$ cat src/inc/ccs_pkg.sv
// constants and types shared by the cpu clock switch sequencer
package ccs_pkg;
    // ======================================================
    // register layout and reset values
    localparam logic [7:0] PCC_RST = 8'h02;
    localparam logic [7:0] CSS_RST = 8'h00;
    localparam logic [7:0] PCC_WR_MASK = 8'h82;
    localparam int PCC_MCC_BIT = 7;
    localparam int PCC_SPD_BIT = 1;
    localparam int CSS_SRC_BIT = 4;
    localparam int CSS_STAT_BIT = 5;
    // ======================================================
    // switch latencies in cycles of the old cpu clock
    localparam int LAT_W = 10;
    localparam logic [LAT_W-1:0] LAT_TO_SLOW = 10'h004;
    localparam logic [LAT_W-1:0] LAT_SHORT = 10'h002;
    // ======================================================
    // reset sequencing counts
    localparam logic [2:0] STRAP_WAIT = 3'h5;
    localparam int STAB_W = 17;
    // ======================================================
    // types
    typedef enum logic [1:0] {SRC_FAST, SRC_SLOW, SRC_SUB} ccs_src_e;
    typedef enum logic [1:0] {ST_STRAP, ST_STAB, ST_RUN, ST_SWITCH} ccs_state_e;
endpackage

$ cat src/core/ccs_pin_sync.sv
// three-stage pin synchroniser with agreement filter
`timescale 1ns/1ns
module ccs_pin_sync (
    input wire logic core_clk,
    input wire logic rstn,
    input wire logic pin,
    output logic level_q
);
    logic s1_q;
    logic s2_q;
    logic s3_q;

    // ======================================================
    // chain; first stage feeds only the second
    always_ff @(posedge core_clk) begin
        if (!rstn) begin
            s1_q <= 1'b0;
            s2_q <= 1'b0;
            s3_q <= 1'b0;
            level_q <= 1'b0;
        end else begin
            s1_q <= pin;
            s2_q <= s1_q;
            s3_q <= s2_q;
            if (s2_q == s3_q) begin
                level_q <= s3_q; // change counts once stages two and three agree
            end
        end
    end
endmodule

$ cat src/core/ccs_clock_switch.sv
// cpu clock source selector with glitch-free switch sequencing
`timescale 1ns/1ns
// Summary of operation
// - cpu clock from speed bit and source bit
// - old clock runs on after a write
// - crystal: 4, 2fx/fxT, 2 clock latencies
// - rc: fast-to-sub takes 2fcc/fxT clocks
// - latency counted in old cpu clocks
// - reset pin holds cpu, release starts oscillator
// - crystal: wait 2^15 main periods after reset
// - rc: wait 2^7 main periods after reset
// - execution starts on slow main clock
// - clearing stop bit restarts main oscillator
// - source bit: 0 main, 1 subsystem
// - status bit 5 shows actual source
// - reset loads processor clock control 02h
// - stop bit stops main only on subclock
module ccs_clock_switch import ccs_pkg::*; #(
    parameter int XTAL_SUB_LAT = 306,
    parameter int RC_SUB_LAT = 122,
    parameter int SLOW_SUB_LAT = 153,
    parameter int STAB_XTAL = 32768,
    parameter int STAB_RC = 128
) (
    input wire logic core_clk,
    input wire logic rstn,
    input wire logic main_osc_in,
    input wire logic sub_osc_in,
    input wire logic osc_sel_rc,
    input wire logic pcc_wr,
    input wire logic [7:0] pcc_wdata,
    input wire logic css_wr,
    input wire logic [7:0] css_wdata,
    output logic [7:0] processor_clock_ctrl_q,
    output logic [7:0] subclock_ctrl_q,
    output logic cpu_clk_q,
    output logic cpu_rst_n_q,
    output logic main_osc_en_q
);
    // ======================================================
    // parameter checks
    if (XTAL_SUB_LAT < 2 || XTAL_SUB_LAT >= 1024 || RC_SUB_LAT < 2 || RC_SUB_LAT >= 1024 ||
        SLOW_SUB_LAT < 2 || SLOW_SUB_LAT >= 1024) begin : g_bad_lat
        $error("switch latency out of range");
    end
    if (STAB_XTAL < 2 || STAB_XTAL >= 65536 || STAB_RC < 2 || STAB_RC >= 65536) begin : g_bad_stab
        $error("stabilisation count out of range");
    end

    logic main_lvl;
    logic sub_lvl;
    logic sel_lvl;
    logic main_lvl_q;
    logic [1:0] div_q;
    logic [2:0] strap_q;
    logic rc_mode_q;
    logic [STAB_W-1:0] stab_q;
    logic [LAT_W-1:0] lat_q;
    logic [LAT_W-1:0] lat_d;
    logic [LAT_W-1:0] lat_for;
    logic cpu_source_select_q;
    logic cpu_source_select_d;
    logic [7:0] pcc_d;
    ccs_state_e st_q;
    ccs_state_e st_d;
    ccs_src_e src_q;
    ccs_src_e src_d;
    ccs_src_e pend_q;
    ccs_src_e pend_d;
    ccs_src_e tgt;
    logic main_rise;
    logic fast_clk;
    logic slow_clk;
    logic cur_clk;
    logic new_clk;
    logic next_clk;
    logic cpu_rise;
    logic stab_end;
    logic [STAB_W-1:0] stab_last;

    // ======================================================
    // pin synchronisers
    ccs_pin_sync u_main (.core_clk(core_clk), .rstn(rstn), .pin(main_osc_in), .level_q(main_lvl));
    ccs_pin_sync u_sub (.core_clk(core_clk), .rstn(rstn), .pin(sub_osc_in), .level_q(sub_lvl));
    ccs_pin_sync u_sel (.core_clk(core_clk), .rstn(rstn), .pin(osc_sel_rc), .level_q(sel_lvl));

    // ======================================================
    // clock candidates and selection
    assign main_rise = main_lvl & ~main_lvl_q & main_osc_en_q;
    assign fast_clk = div_q[0];
    assign slow_clk = div_q[1];
    assign tgt = cpu_source_select_q ? SRC_SUB :
        (processor_clock_ctrl_q[PCC_SPD_BIT] ? SRC_SLOW : SRC_FAST);
    assign cur_clk = (src_q == SRC_SUB) ? sub_lvl : ((src_q == SRC_SLOW) ? slow_clk : fast_clk);
    assign new_clk = (pend_q == SRC_SUB) ? sub_lvl : ((pend_q == SRC_SLOW) ? slow_clk : fast_clk);
    assign next_clk = (src_d == SRC_SUB) ? sub_lvl : ((src_d == SRC_SLOW) ? slow_clk : fast_clk);
    assign cpu_rise = cur_clk & ~cpu_clk_q; // edge of the old clock
    assign stab_last = rc_mode_q ? STAB_W'(STAB_RC - 1) : STAB_W'(STAB_XTAL - 1);
    assign stab_end = main_rise && (stab_q == stab_last);

    // latency lookup; fast clock counts twice the edges of slow for the same time
    assign lat_for = (tgt == SRC_FAST || src_q == SRC_SUB) ? LAT_SHORT :
        (tgt == SRC_SLOW) ? LAT_TO_SLOW :
        (src_q == SRC_SLOW) ? LAT_W'(SLOW_SUB_LAT) :
        (rc_mode_q ? LAT_W'(RC_SUB_LAT) : LAT_W'(XTAL_SUB_LAT));

    // software writes; only defined bits are kept
    assign pcc_d = pcc_wr ? (pcc_wdata & PCC_WR_MASK) : processor_clock_ctrl_q;
    assign cpu_source_select_d = css_wr ? css_wdata[CSS_SRC_BIT] : cpu_source_select_q;

    // ======================================================
    // sequencer next state
    always_comb begin
        st_d = st_q;
        lat_d = lat_q;
        pend_d = pend_q;
        src_d = src_q;
        case (st_q)
            ST_STRAP: begin
                if (strap_q == STRAP_WAIT) begin
                    st_d = ST_STAB;
                end
            end
            ST_STAB: begin
                if (stab_end) begin
                    st_d = ST_RUN; // start on slow main clock
                end
            end
            ST_RUN: begin
                if (tgt != src_q) begin
                    st_d = ST_SWITCH; // old source kept meanwhile
                    pend_d = tgt;
                    lat_d = lat_for;
                end
            end
            ST_SWITCH: begin
                if (lat_q != '0) begin
                    if (cpu_rise) begin
                        lat_d = lat_q - 1'b1;
                    end
                end else if (!cur_clk && !new_clk && !cpu_clk_q) begin
                    src_d = pend_q; // both low, no runt
                    st_d = ST_RUN;
                end
            end
            default: st_d = ST_STRAP;
        endcase
    end

    // ======================================================
    // sequencer state
    always_ff @(posedge core_clk) begin
        if (!rstn) begin
            st_q <= ST_STRAP;
            src_q <= SRC_SLOW;
            pend_q <= SRC_SLOW;
            lat_q <= '0;
        end else begin
            st_q <= st_d;
            src_q <= src_d;
            pend_q <= pend_d;
            lat_q <= lat_d;
        end
    end

    // strap capture after release and stabilisation count
    always_ff @(posedge core_clk) begin
        if (!rstn) begin
            strap_q <= '0;
            rc_mode_q <= 1'b0;
            stab_q <= '0;
        end else begin
            if (st_q == ST_STRAP) begin
                strap_q <= strap_q + 1'b1;
                rc_mode_q <= sel_lvl;
            end
            if (st_q == ST_STAB && main_rise) begin
                stab_q <= stab_q + 1'b1;
            end
        end
    end

    // main clock divider
    always_ff @(posedge core_clk) begin
        if (!rstn) begin
            main_lvl_q <= 1'b0;
            div_q <= '0;
        end else begin
            main_lvl_q <= main_lvl;
            div_q <= main_rise ? div_q + 1'b1 : div_q;
        end
    end

    // ======================================================
    // registers and outputs
    always_ff @(posedge core_clk) begin
        if (!rstn) begin
            processor_clock_ctrl_q <= PCC_RST;
            cpu_source_select_q <= CSS_RST[CSS_SRC_BIT];
            subclock_ctrl_q <= CSS_RST;
            cpu_clk_q <= 1'b0;
            cpu_rst_n_q <= 1'b0; // cpu held while pin low
            main_osc_en_q <= 1'b0;
        end else begin
            processor_clock_ctrl_q <= pcc_d;
            cpu_source_select_q <= cpu_source_select_d;
            subclock_ctrl_q <= {2'h0, (src_d == SRC_SUB), cpu_source_select_d, 4'h0};
            cpu_clk_q <= next_clk;
            cpu_rst_n_q <= (st_d == ST_RUN) || (st_d == ST_SWITCH);
            main_osc_en_q <= !(pcc_d[PCC_MCC_BIT] && src_d == SRC_SUB);
        end
    end
endmodule

$ cat config.mk
export PLATFORM = sky130hd
export DESIGN_NAME = ccs_clock_switch
export DESIGN_NICKNAME = d
export VERILOG_FILES = /design/src/inc/ccs_pkg.sv /design/src/core/ccs_pin_sync.sv /design/src/core/ccs_clock_switch.sv
export SDC_FILE = /design/constraint.sdc
export NUM_CORES = 1
export LEC_CHECK = 0
export BUFFER_PORTS_ARGS = -buffer_cell sky130_fd_sc_hd__buf_2
export CAP_MARGIN = 20
export CORE_MARGIN = 1.5
export CORE_UTILIZATION = 30
export CTS_BUF_LIST = sky130_fd_sc_hd__clkbuf_16
export DETAILED_ROUTE_END_ITERATION = 8
export PLACE_DENSITY_LB_ADDON = 0.12
export SLEW_MARGIN = 40
export SYNTH_ARGS = -nofsm -noshare
export SYNTH_HDL_FRONTEND = slang
export SYNTH_SLANG_ARGS = --single-unit
$ cat constraint.sdc
create_clock -name core_clk -period 5.4 [get_ports core_clk]
set_clock_uncertainty 0.05 [all_clocks]
set_input_delay 0.54 -clock core_clk [delete_from_list [all_inputs] [get_ports core_clk]]
set_output_delay 0.54 -clock core_clk [all_outputs]
set_load 0.02 [all_outputs]
==> results.tsv, run 1 <==
stage	metric	value	unit
status	outcome	complete, no violations	
clock_network	cts_hold_repair.buffers	0	
sta	period_needed	2.487	ns
setup_path	r2r_cells	6	
final_layout	drive_gt1_frac	0.1089	
power	power_density	332.4	nW/um^2
sta	maxSlewHeadroom	0.5811	
setup_path	worst_reg2reg_setup_slack	2.91	ns
worst_hold_path	hold_start	sub_osc_in	
final_layout	n_fill_cell	953	
setup_path	critical-path-top-delay-family	simple AND/OR/NAND/NOR gates	
power	vdd.ir_drop.worst	0.1516	mV
grt	grt_antenna_before_repair	0	
setup_path	crit_path_end_kind	flop	
sta	layout_worst_path_cycle_share	0.4606	
route	drtIter0Drc	65	
worst_hold_path	worstHoldPathType	in -> reg	
grt	global_route_wire_length_before_repair	10.23	mm
yosys	post_synthesis_cell_count	334	
sta	totalNegativeSetupSlack	0	ns
route	drt_drc_violations_left	0	
floorplan	floorplan.die_area	10000	sq um
yosys	synth_edf_count	0	
yosys	synth_top_area_share	0.4112	
route	avgViaCountPerCell	4.867	
placement	port_buffers	16	
setup_path	critical_path.slowest_cell	or4_1	
route	ant_nets	0	
power	totalPowerFinal	0.001077	W
yosys	yosysWarningCount	0	
yosys	synth.cell_area	2824	sq um
floorplan	fp.coreArea	9196	sq um
setup_path	critical_path.max_stage_delay	0.47	ns
setup_path	critical_path.startpoint_type	flop	
setup_path	crit_path_max_fanout	18	
clock_network	clock_tree.root_cell	clkbuf_16	
clock_network	post-cts-setup-buffer-count	0	
clock_network	htreeDepth	3	
setup_path	worst_ep_required_time	5.59	ns
placement	gp_routability_congestion	0.7412	
clock_network	cts.sinks	58	
power	leakagePower	1.175	nW
route	wl_per_cell	13.28	um
sta	max_slew.worst_pin.slew	0.6271	ns
yosys	synth_top_cells_by_area	dfxtp_1 (41%), nor2_1 (5.2%), nand2_1 (4.4%), xnor2_1 (4.3%), buf_4 (3.7%)	
grt	overflow	0	
yosys	syn_avg_cell_area	8.455	sq um
placement	dp.final_hpwl	4.104	mm
yosys	synth.ff_latch_count	58	
grt	grt_util_all_layers	0.1332	
sta	setup_repair_after_global_routing_missed_its_margin	false	
sta	maxSlewViolCount	0	
final_layout	num-nets-final	372	
yosys	synth_largest_area_cell	dfxtp_1	
yosys	synth_sequential_area_ratio	0.4112	
clock_network	clkTransAtPathRegs	0.05	ns
clock_network	cts_repair_resize_count	0	
yosys	synth-async-reset-ratio	0	
clock_network	clock_latency	0.33	ns
sta	report.final.hold_viol_count	0	
floorplan	num_io_pins	42	
floorplan	die_h	100.0	um
run	timing.max_cap.violations	0	
yosys	synth_ff_type	dfxtp_1	
floorplan	initial_core_util	0.3071	
clock_network	tritoncts.num_buffers	9	
route	vias	2239	
route	drt_pass1_iterations	4	
setup_path	critPathKind	reg -> reg	
worst_hold_path	holdPathStages	2	
setup_path	regToRegEndpoint	lat_q[9]	
floorplan	rows	35	
setup_path	cp_num_buf_inv	1	
setup_path	critPathArrivalTime	2.68	ns
setup_path	rr_startpoint	st_q[1]	
grt	grt_max_degree	32	
grt	via_count_of_the_first_global_routing_pass	2046	
final_layout	area_growth_syn_to_layout	14.75	%
yosys	netlist-cell-type-count	51	
worst_hold_path	worstHoldEndpoint	u_sub.s1_q	
sta	fmaxAchievable	0.4020	GHz
final_layout	insertedDiodeCount	0	
floorplan	dieWidth	100.0	um
clock_network	tritoncts_clock_tree	done	
route	wl	6.110	mm
sta	final-setup-viol-count	0	
clock_network	clock_tree.buffer_depth	2	
setup_path	crit_path_cell_trace	nand2_1 -> a31oi_1 -> o32ai_1 -> buf_4 -> or4_1 -> a211oi_1	
sequential cells by signal (all words and copies together) (netlist names), 2 cells and up:
signal,count
subclock_ctrl_q,2
lat_q,10
pend_q,2
strap_q,3
stab_q,17
st_q,2
src_q,2
div_q,2
processor_clock_ctrl_q,2
layer usage:
| layer | wire (um) | up-vias | GRT usage |
|---|---|---|---|
| li1 | - | 1157 | - |
| met5 | 0 | - | 0 |
| met4 | 76 | 0 | 0.05850 |
| met2 | 2576 | 51 | 0.1858 |
| met1 | 3162 | 1025 | 0.1873 |
| met3 | 295 | 6 | 0.04178 |
cell usage after synthesis, types with 3 or more instances:
cell type / count
a21oi_1: 16
nor2_1: 39
o221a_2: 3
nand2b_1: 3
clkbuf_1: 12
nor3_1: 10
and3b_1: 3
a31oi_1: 3
ha_1: 5
mux2i_1: 7
o211ai_1: 3
inv_1: 9
xor2_1: 8
xnor2_1: 14
nand2_1: 33
or4_1: 5
buf_4: 14
and2_1: 13
o21ai_0: 15
nor4b_1: 3
nor4_1: 5
a211oi_1: 4
nand3_1: 11
dfxtp_1: 58
nor2b_1: 4
worst max-delay path by stage:
stage | start | to | slack [ns] | depth (start not counted)
after detailed placement | st_q[1] | lat_q[9] | 2.93 | 6
after floorplan | cpu_clk_q | lat_q[1] | 3.45 | 7
after CTS | st_q[1] | lat_q[9] | 2.91 | 6
after global routing | st_q[1] | lat_q[9] | 2.69 | 6
after global placement | st_q[1] | lat_q[9] | 2.97 | 6
final | st_q[1] | lat_q[9] | 2.91 | 6
kinds of logic after synthesis:
group | share of synthesized area
buffers and inverters | 0.07133
multiplexers | 0.02880
other | 0.001328
AO/OA/AOI/OAI | 0.1356
XOR/XNOR | 0.06823
flip-flops | 0.4112
AND/OR/NAND/NOR | 0.2614
adder cells (fa/ha/maj) | 0.02215
per-stage QoR:
stage | hold WS, ns | cells | cell area [sq um] | setup slack (ns) | util
floorplan | 0.3619 | 345 | 2865 | 3.448 | -
global placement | 0.3655 | 444 | 2932 | 2.968 | 0.3188
detailed placement | 0.3734 | 444 | 2932 | 2.931 | 0.3188
CTS | 0.3588 | 460 | 3241 | 2.914 | 0.3524
global route | 0.3567 | 460 | 3241 | 2.692 | 0.3524
finish | 0.3688 | 460 | 3241 | 2.913 | 0.3524
cells in the final DEF, fill, tap and decap left out, types with 3 or more instances in the layout:
cell type	instances
nor4_1	5
a21oi_1	16
or4_1	5
xnor2_1	14
nor2_1	39
conb_1	12
ha_1	5
mux2i_1	7
buf_2	16
clkbuf_16	9
nand3_1	11
dfxtp_1	58
nor3_1	10
a31oi_1	3
o221a_2	3
nor2b_1	4
o211ai_1	3
xor2_1	8
o21ai_0	15
clkinv_1	3
inv_1	9
nand2_1	33
a211oi_1	4
nand2b_1	3
and2_1	13
nor4b_1	3
and3b_1	3
report_power, final:
group / leakage [nW] / switching (W) / internal (W)
Combinational: 0.557 / 0.0000267 / 0.0000135
Sequential: 0.470 / 0.00000649 / 0.000436
Clock: 0.148 / 0.000196 / 0.000398
Total: 1.18 / 0.000230 / 0.000848
worst register-to-register path: stages (launching register included):
cell	delay (ns)
dfxtp_1	0.45
nand2_1	0.42
a31oi_1	0.44
o32ai_1	0.15
buf_4	0.21
or4_1	0.47
a211oi_1	0.23
final cells by class:
| type | instances | area, sq um | area share |
|---|---|---|---|
| Clock buffer | 9 | 225.2 | 0.06950 |
| Multi-Input combinational cell | 248 | 1503 | 0.4637 |
| Sequential cell | 58 | 1161 | 0.3583 |
| Inverter | 9 | 33.78 | 0.01042 |
| Timing Repair Buffer | 18 | 95.09 | 0.02934 |
| Tap cell | 111 | 138.9 | 0.04286 |
| Clock inverter | 7 | 83.83 | 0.02587 |
Power figures use the tool's default switching activity.
==> run 2, diff against run 1 <==
Settings changed: ABC_AREA set to 1.
Clock period 5.4 ns to 2.6 ns, I/O delays scaled along.
==> results.tsv, run 2 <==
stage	metric	value	unit	change
yosys	synth_top_area_share	0.3974		was 0.4112
yosys	synth.ff_latch_count	58		unchanged
final_layout	most-common-layout-cells	nand2_1 (72), inv_1 (58), dfxtp_1 (58)		was dfxtp_1 (58), nor2_1 (39), nand2_1 (33)
grt	overflow	0		unchanged
grt	grt_max_degree	38		was 32
yosys	synth_ff_type	dfxtp_1		unchanged
final_layout	num-nets-final	459		was 372
sta	totalNegativeSetupSlack	0	ns	unchanged
sta	final-setup-viol-count	0		unchanged
setup_path	critical_path.max_stage_delay	0.34	ns	was 0.47 ns
power	leakagePower	1.543	nW	was 1.175 nW
floorplan	rows	35		unchanged
sta	max_slew.worst_pin.slew	0.5920	ns	was 0.6271 ns
setup_path	crit_path_end_kind	flop		unchanged
floorplan	initial_core_util	0.3132		was 0.3071
clock_network	tritoncts_clock_tree	done		unchanged
floorplan	fp.coreArea	9328	sq um	was 9196 sq um
setup_path	critical_path.most_common_cell	nand2_1		
yosys	synth.cell_area	2922	sq um	was 2824 sq um
final_layout	layout_commonest_cell	nand2_1		was dfxtp_1
clock_network	clkTransAtPathRegs	0.05	ns	about the same
yosys	synth_largest_area_cell	dfxtp_1		unchanged
sta	maxSlewViolCount	0		unchanged
clock_network	cts_hold_repair.buffers	0		unchanged
yosys	dominant_cell_by_count_in_the_synthesized_netlist	nand2_1		was dfxtp_1
floorplan	dieWidth	101.7	um	was 100.0 um
clock_network	htreeDepth	3		unchanged
final_layout	largest_register_ffs	17		unchanged
final_layout	n_fill_cell	976		was 953
final_layout	area_growth_syn_to_layout	15.33	%	was 14.75%
clock_network	post-cts-setup-buffer-count	0		unchanged
yosys	yosysWarningCount	0		unchanged
sta	report.final.hold_viol_count	0		unchanged
setup_path	critPathArrivalTime	1.94	ns	was 2.68 ns
route	ant_nets	0		unchanged
sta	final.hold.worst_slack	0.07385	ns	was 0.3688 ns
setup_path	critPathKind	reg -> reg		unchanged
status	outcome	complete, no violations		unchanged
clock_network	clock_tree.buffer_depth	2		unchanged
route	drt_drc_violations_left	0		unchanged
yosys	synth_sequential_area_ratio	0.3974		was 0.4112
sta	fmaxAchievable	0.5723	GHz	was 0.4020 GHz
clock_network	clock_tree.root_cell	clkbuf_16		unchanged
grt	global_route_wire_length_before_repair	10.71	mm	was 10.23 mm
final_layout	multi_input_comb_area	1445	sq um	was 1503 sq um
setup_path	crit_path_cell_trace	nand2_1 -> inv_2 -> nor3_2 -> nand2_1 -> o21ai_0 -> nand2_1 -> a21oi_1		was nand2_1 -> a31oi_1 -> o32ai_1 -> buf_4 -> or4_1 -> a211oi_1
grt	grt_antenna_before_repair	0		unchanged
floorplan	floorplan.die_area	10340	sq um	was 10,000 sq um
setup_path	critical_path.slowest_cell	dfxtp_1		was or4_1
power	power_density	627.1	nW/um^2	was 332.4 nW/um^2
final_layout	post-route-cell-area	3369	sq um	was 3241 sq um
route	avgViaCountPerCell	4.457		was 4.867
sta	maxSlewHeadroom	0.6038		was 0.5811
final_layout	largest-register	stab_q		unchanged
yosys	synth-async-reset-ratio	0		unchanged
floorplan	num_io_pins	42		unchanged
run	timing.max_cap.violations	0		unchanged
yosys	synth_commonest_cells	nand2_1 (72), dfxtp_1 (58), inv_1 (57)		was dfxtp_1 (58), nor2_1 (39), nand2_1 (33)
yosys	post_synthesis_cell_count	411		was 334
route	vias	2514		was 2,239
sta	period_needed	1.747	ns	was 2.487 ns
yosys	syn_avg_cell_area	7.108	sq um	was 8.455 sq um
clock_network	cts.sinks	58		unchanged
clock_network	clock_latency	0.32	ns	was 0.33 ns
placement	dp.final_hpwl	4.533	mm	was 4.104 mm
grt	grt_util_all_layers	0.1345		was 0.1332
yosys	netlist-cell-type-count	37		was 51
setup_path	crit_path_max_fanout	15		was 18
route	wl	6.175	mm	was 6.110 mm
worst_hold_path	worstHoldPathType	in -> reg		unchanged
route	drt_pass1_iterations	4		unchanged
route	drtIter0Drc	78		was 65
setup_path	critical_path.startpoint_type	flop		unchanged
placement	dpl-instance-area	3094	sq um	was 2932 sq um
floorplan	die_h	101.7	um	was 100.0 um
yosys	synth_top_cells_by_area	dfxtp_1 (40%), nand2_1 (9.3%), inv_1 (7.3%), nor2_1 (7.1%), a21oi_1 (6.5%)		was dfxtp_1 (41%), nor2_1 (5.2%), nand2_1 (4.4%), xnor2_1 (4.3%), buf_4 (3.7%)
final_layout	insertedDiodeCount	0		unchanged
clock_network	cts_repair_resize_count	0		unchanged
yosys	synth_edf_count	0		unchanged
final_layout	largestRegisters	stab_q: 17 flops, lat_q: 10 flops, strap_q: 3 flops		unchanged
power	vdd.ir_drop.worst	0.3917	mV	was 0.1516 mV
final_layout	sequential_cell_area	1161	sq um	unchanged
placement	port_buffers	16		unchanged
clock_network	tritoncts.num_buffers	9		unchanged
grt	via_count_of_the_first_global_routing_pass	2262		was 2,046
final_layout	drive_gt1_frac	0.1218		was 0.1089
final_layout	layout.core_utilization	0.3612		was 0.3524
sta	setup_repair_after_global_routing_missed_its_margin	false		unchanged
setup_path	worst_ep_required_time	2.79	ns	was 5.59 ns
placement	gp_routability_congestion	0.7815		was 0.7412
route	wl_per_cell	10.95	um	was 13.28 um
sta	layout_worst_path_cycle_share	0.6721		was 0.4606
[run 2: power breakdown]
part           switching [W]  leakage (nW)  internal (W)
combinational      0.0000659         0.933     0.0000303
sequential         0.0000111         0.470      0.000907
clock               0.000380         0.139      0.000719
[run 2: through the flow]
| stage | setup WS, ns | std cells | power [W] |
|---|---|---|---|
| 2_1_floorplan | 1.048 | 422 | 0.001019 |
| 3_3_place_gp | 0.8819 | 549 | 0.001031 |
| 3_5_place_dp | 0.8502 | 549 | 0.001033 |
| 4_1_cts | 0.8528 | 564 | 0.002145 |
| 5_1_grt | 0.6381 | 564 | 0.002216 |
| 6_report | 0.8525 | 564 | 0.002113 |
[run 2: layout make-up]
type                            instances  share of cell area
Timing Repair Buffer                   18             0.02822
Tap cell                              129             0.04790
Clock inverter                          6             0.01485
Multi-Input combinational cell        283              0.4289
Inverter                               61             0.06870
Clock buffer                            9             0.06684
Sequential cell                        58              0.3446
[run 2: cells by family after synthesis]
family,after synthesis,share of synthesized area
XOR/XNOR,6,0.02056
buffers and inverters,81,0.1221
AND/OR/NAND/NOR,177,0.2809
other,1,0.001284
adder cells (fa/ha/maj),5,0.02141
AO/OA/AOI/OAI,83,0.1563
flip-flops,58,0.3974
[run 2: worst max-delay path: cells and delay by family, from the launching register on]
kind            cells  cell delay, ns
flops               1            0.34
simple gates        4            0.78
buf+inv             1            0.20
compound gates      2            0.31
[run 2: per-layer routing]
metal | GRT usage | part of all wire | up-vias
met5 | 0 | 0 | -
met4 | 0.07051 | 0.017 | 0
met3 | 0.03106 | 0.031 | 7
li1 | - | - | 1341
met2 | 0.2000 | 0.43 | 43
met1 | 0.1807 | 0.52 | 1123
[run 2: worst paths after layout]
path                                  from          to  slack, ns  cells past startpoint
worst min register to register  u_sel.s1_q  u_sel.s2_q       0.36                      2
worst max-delay path               st_q[1]    lat_q[6]       0.85                      7
worst max register to register     st_q[1]    lat_q[6]       0.85                      7
worst min-delay path            sub_osc_in  u_sub.s1_q       0.07                      3
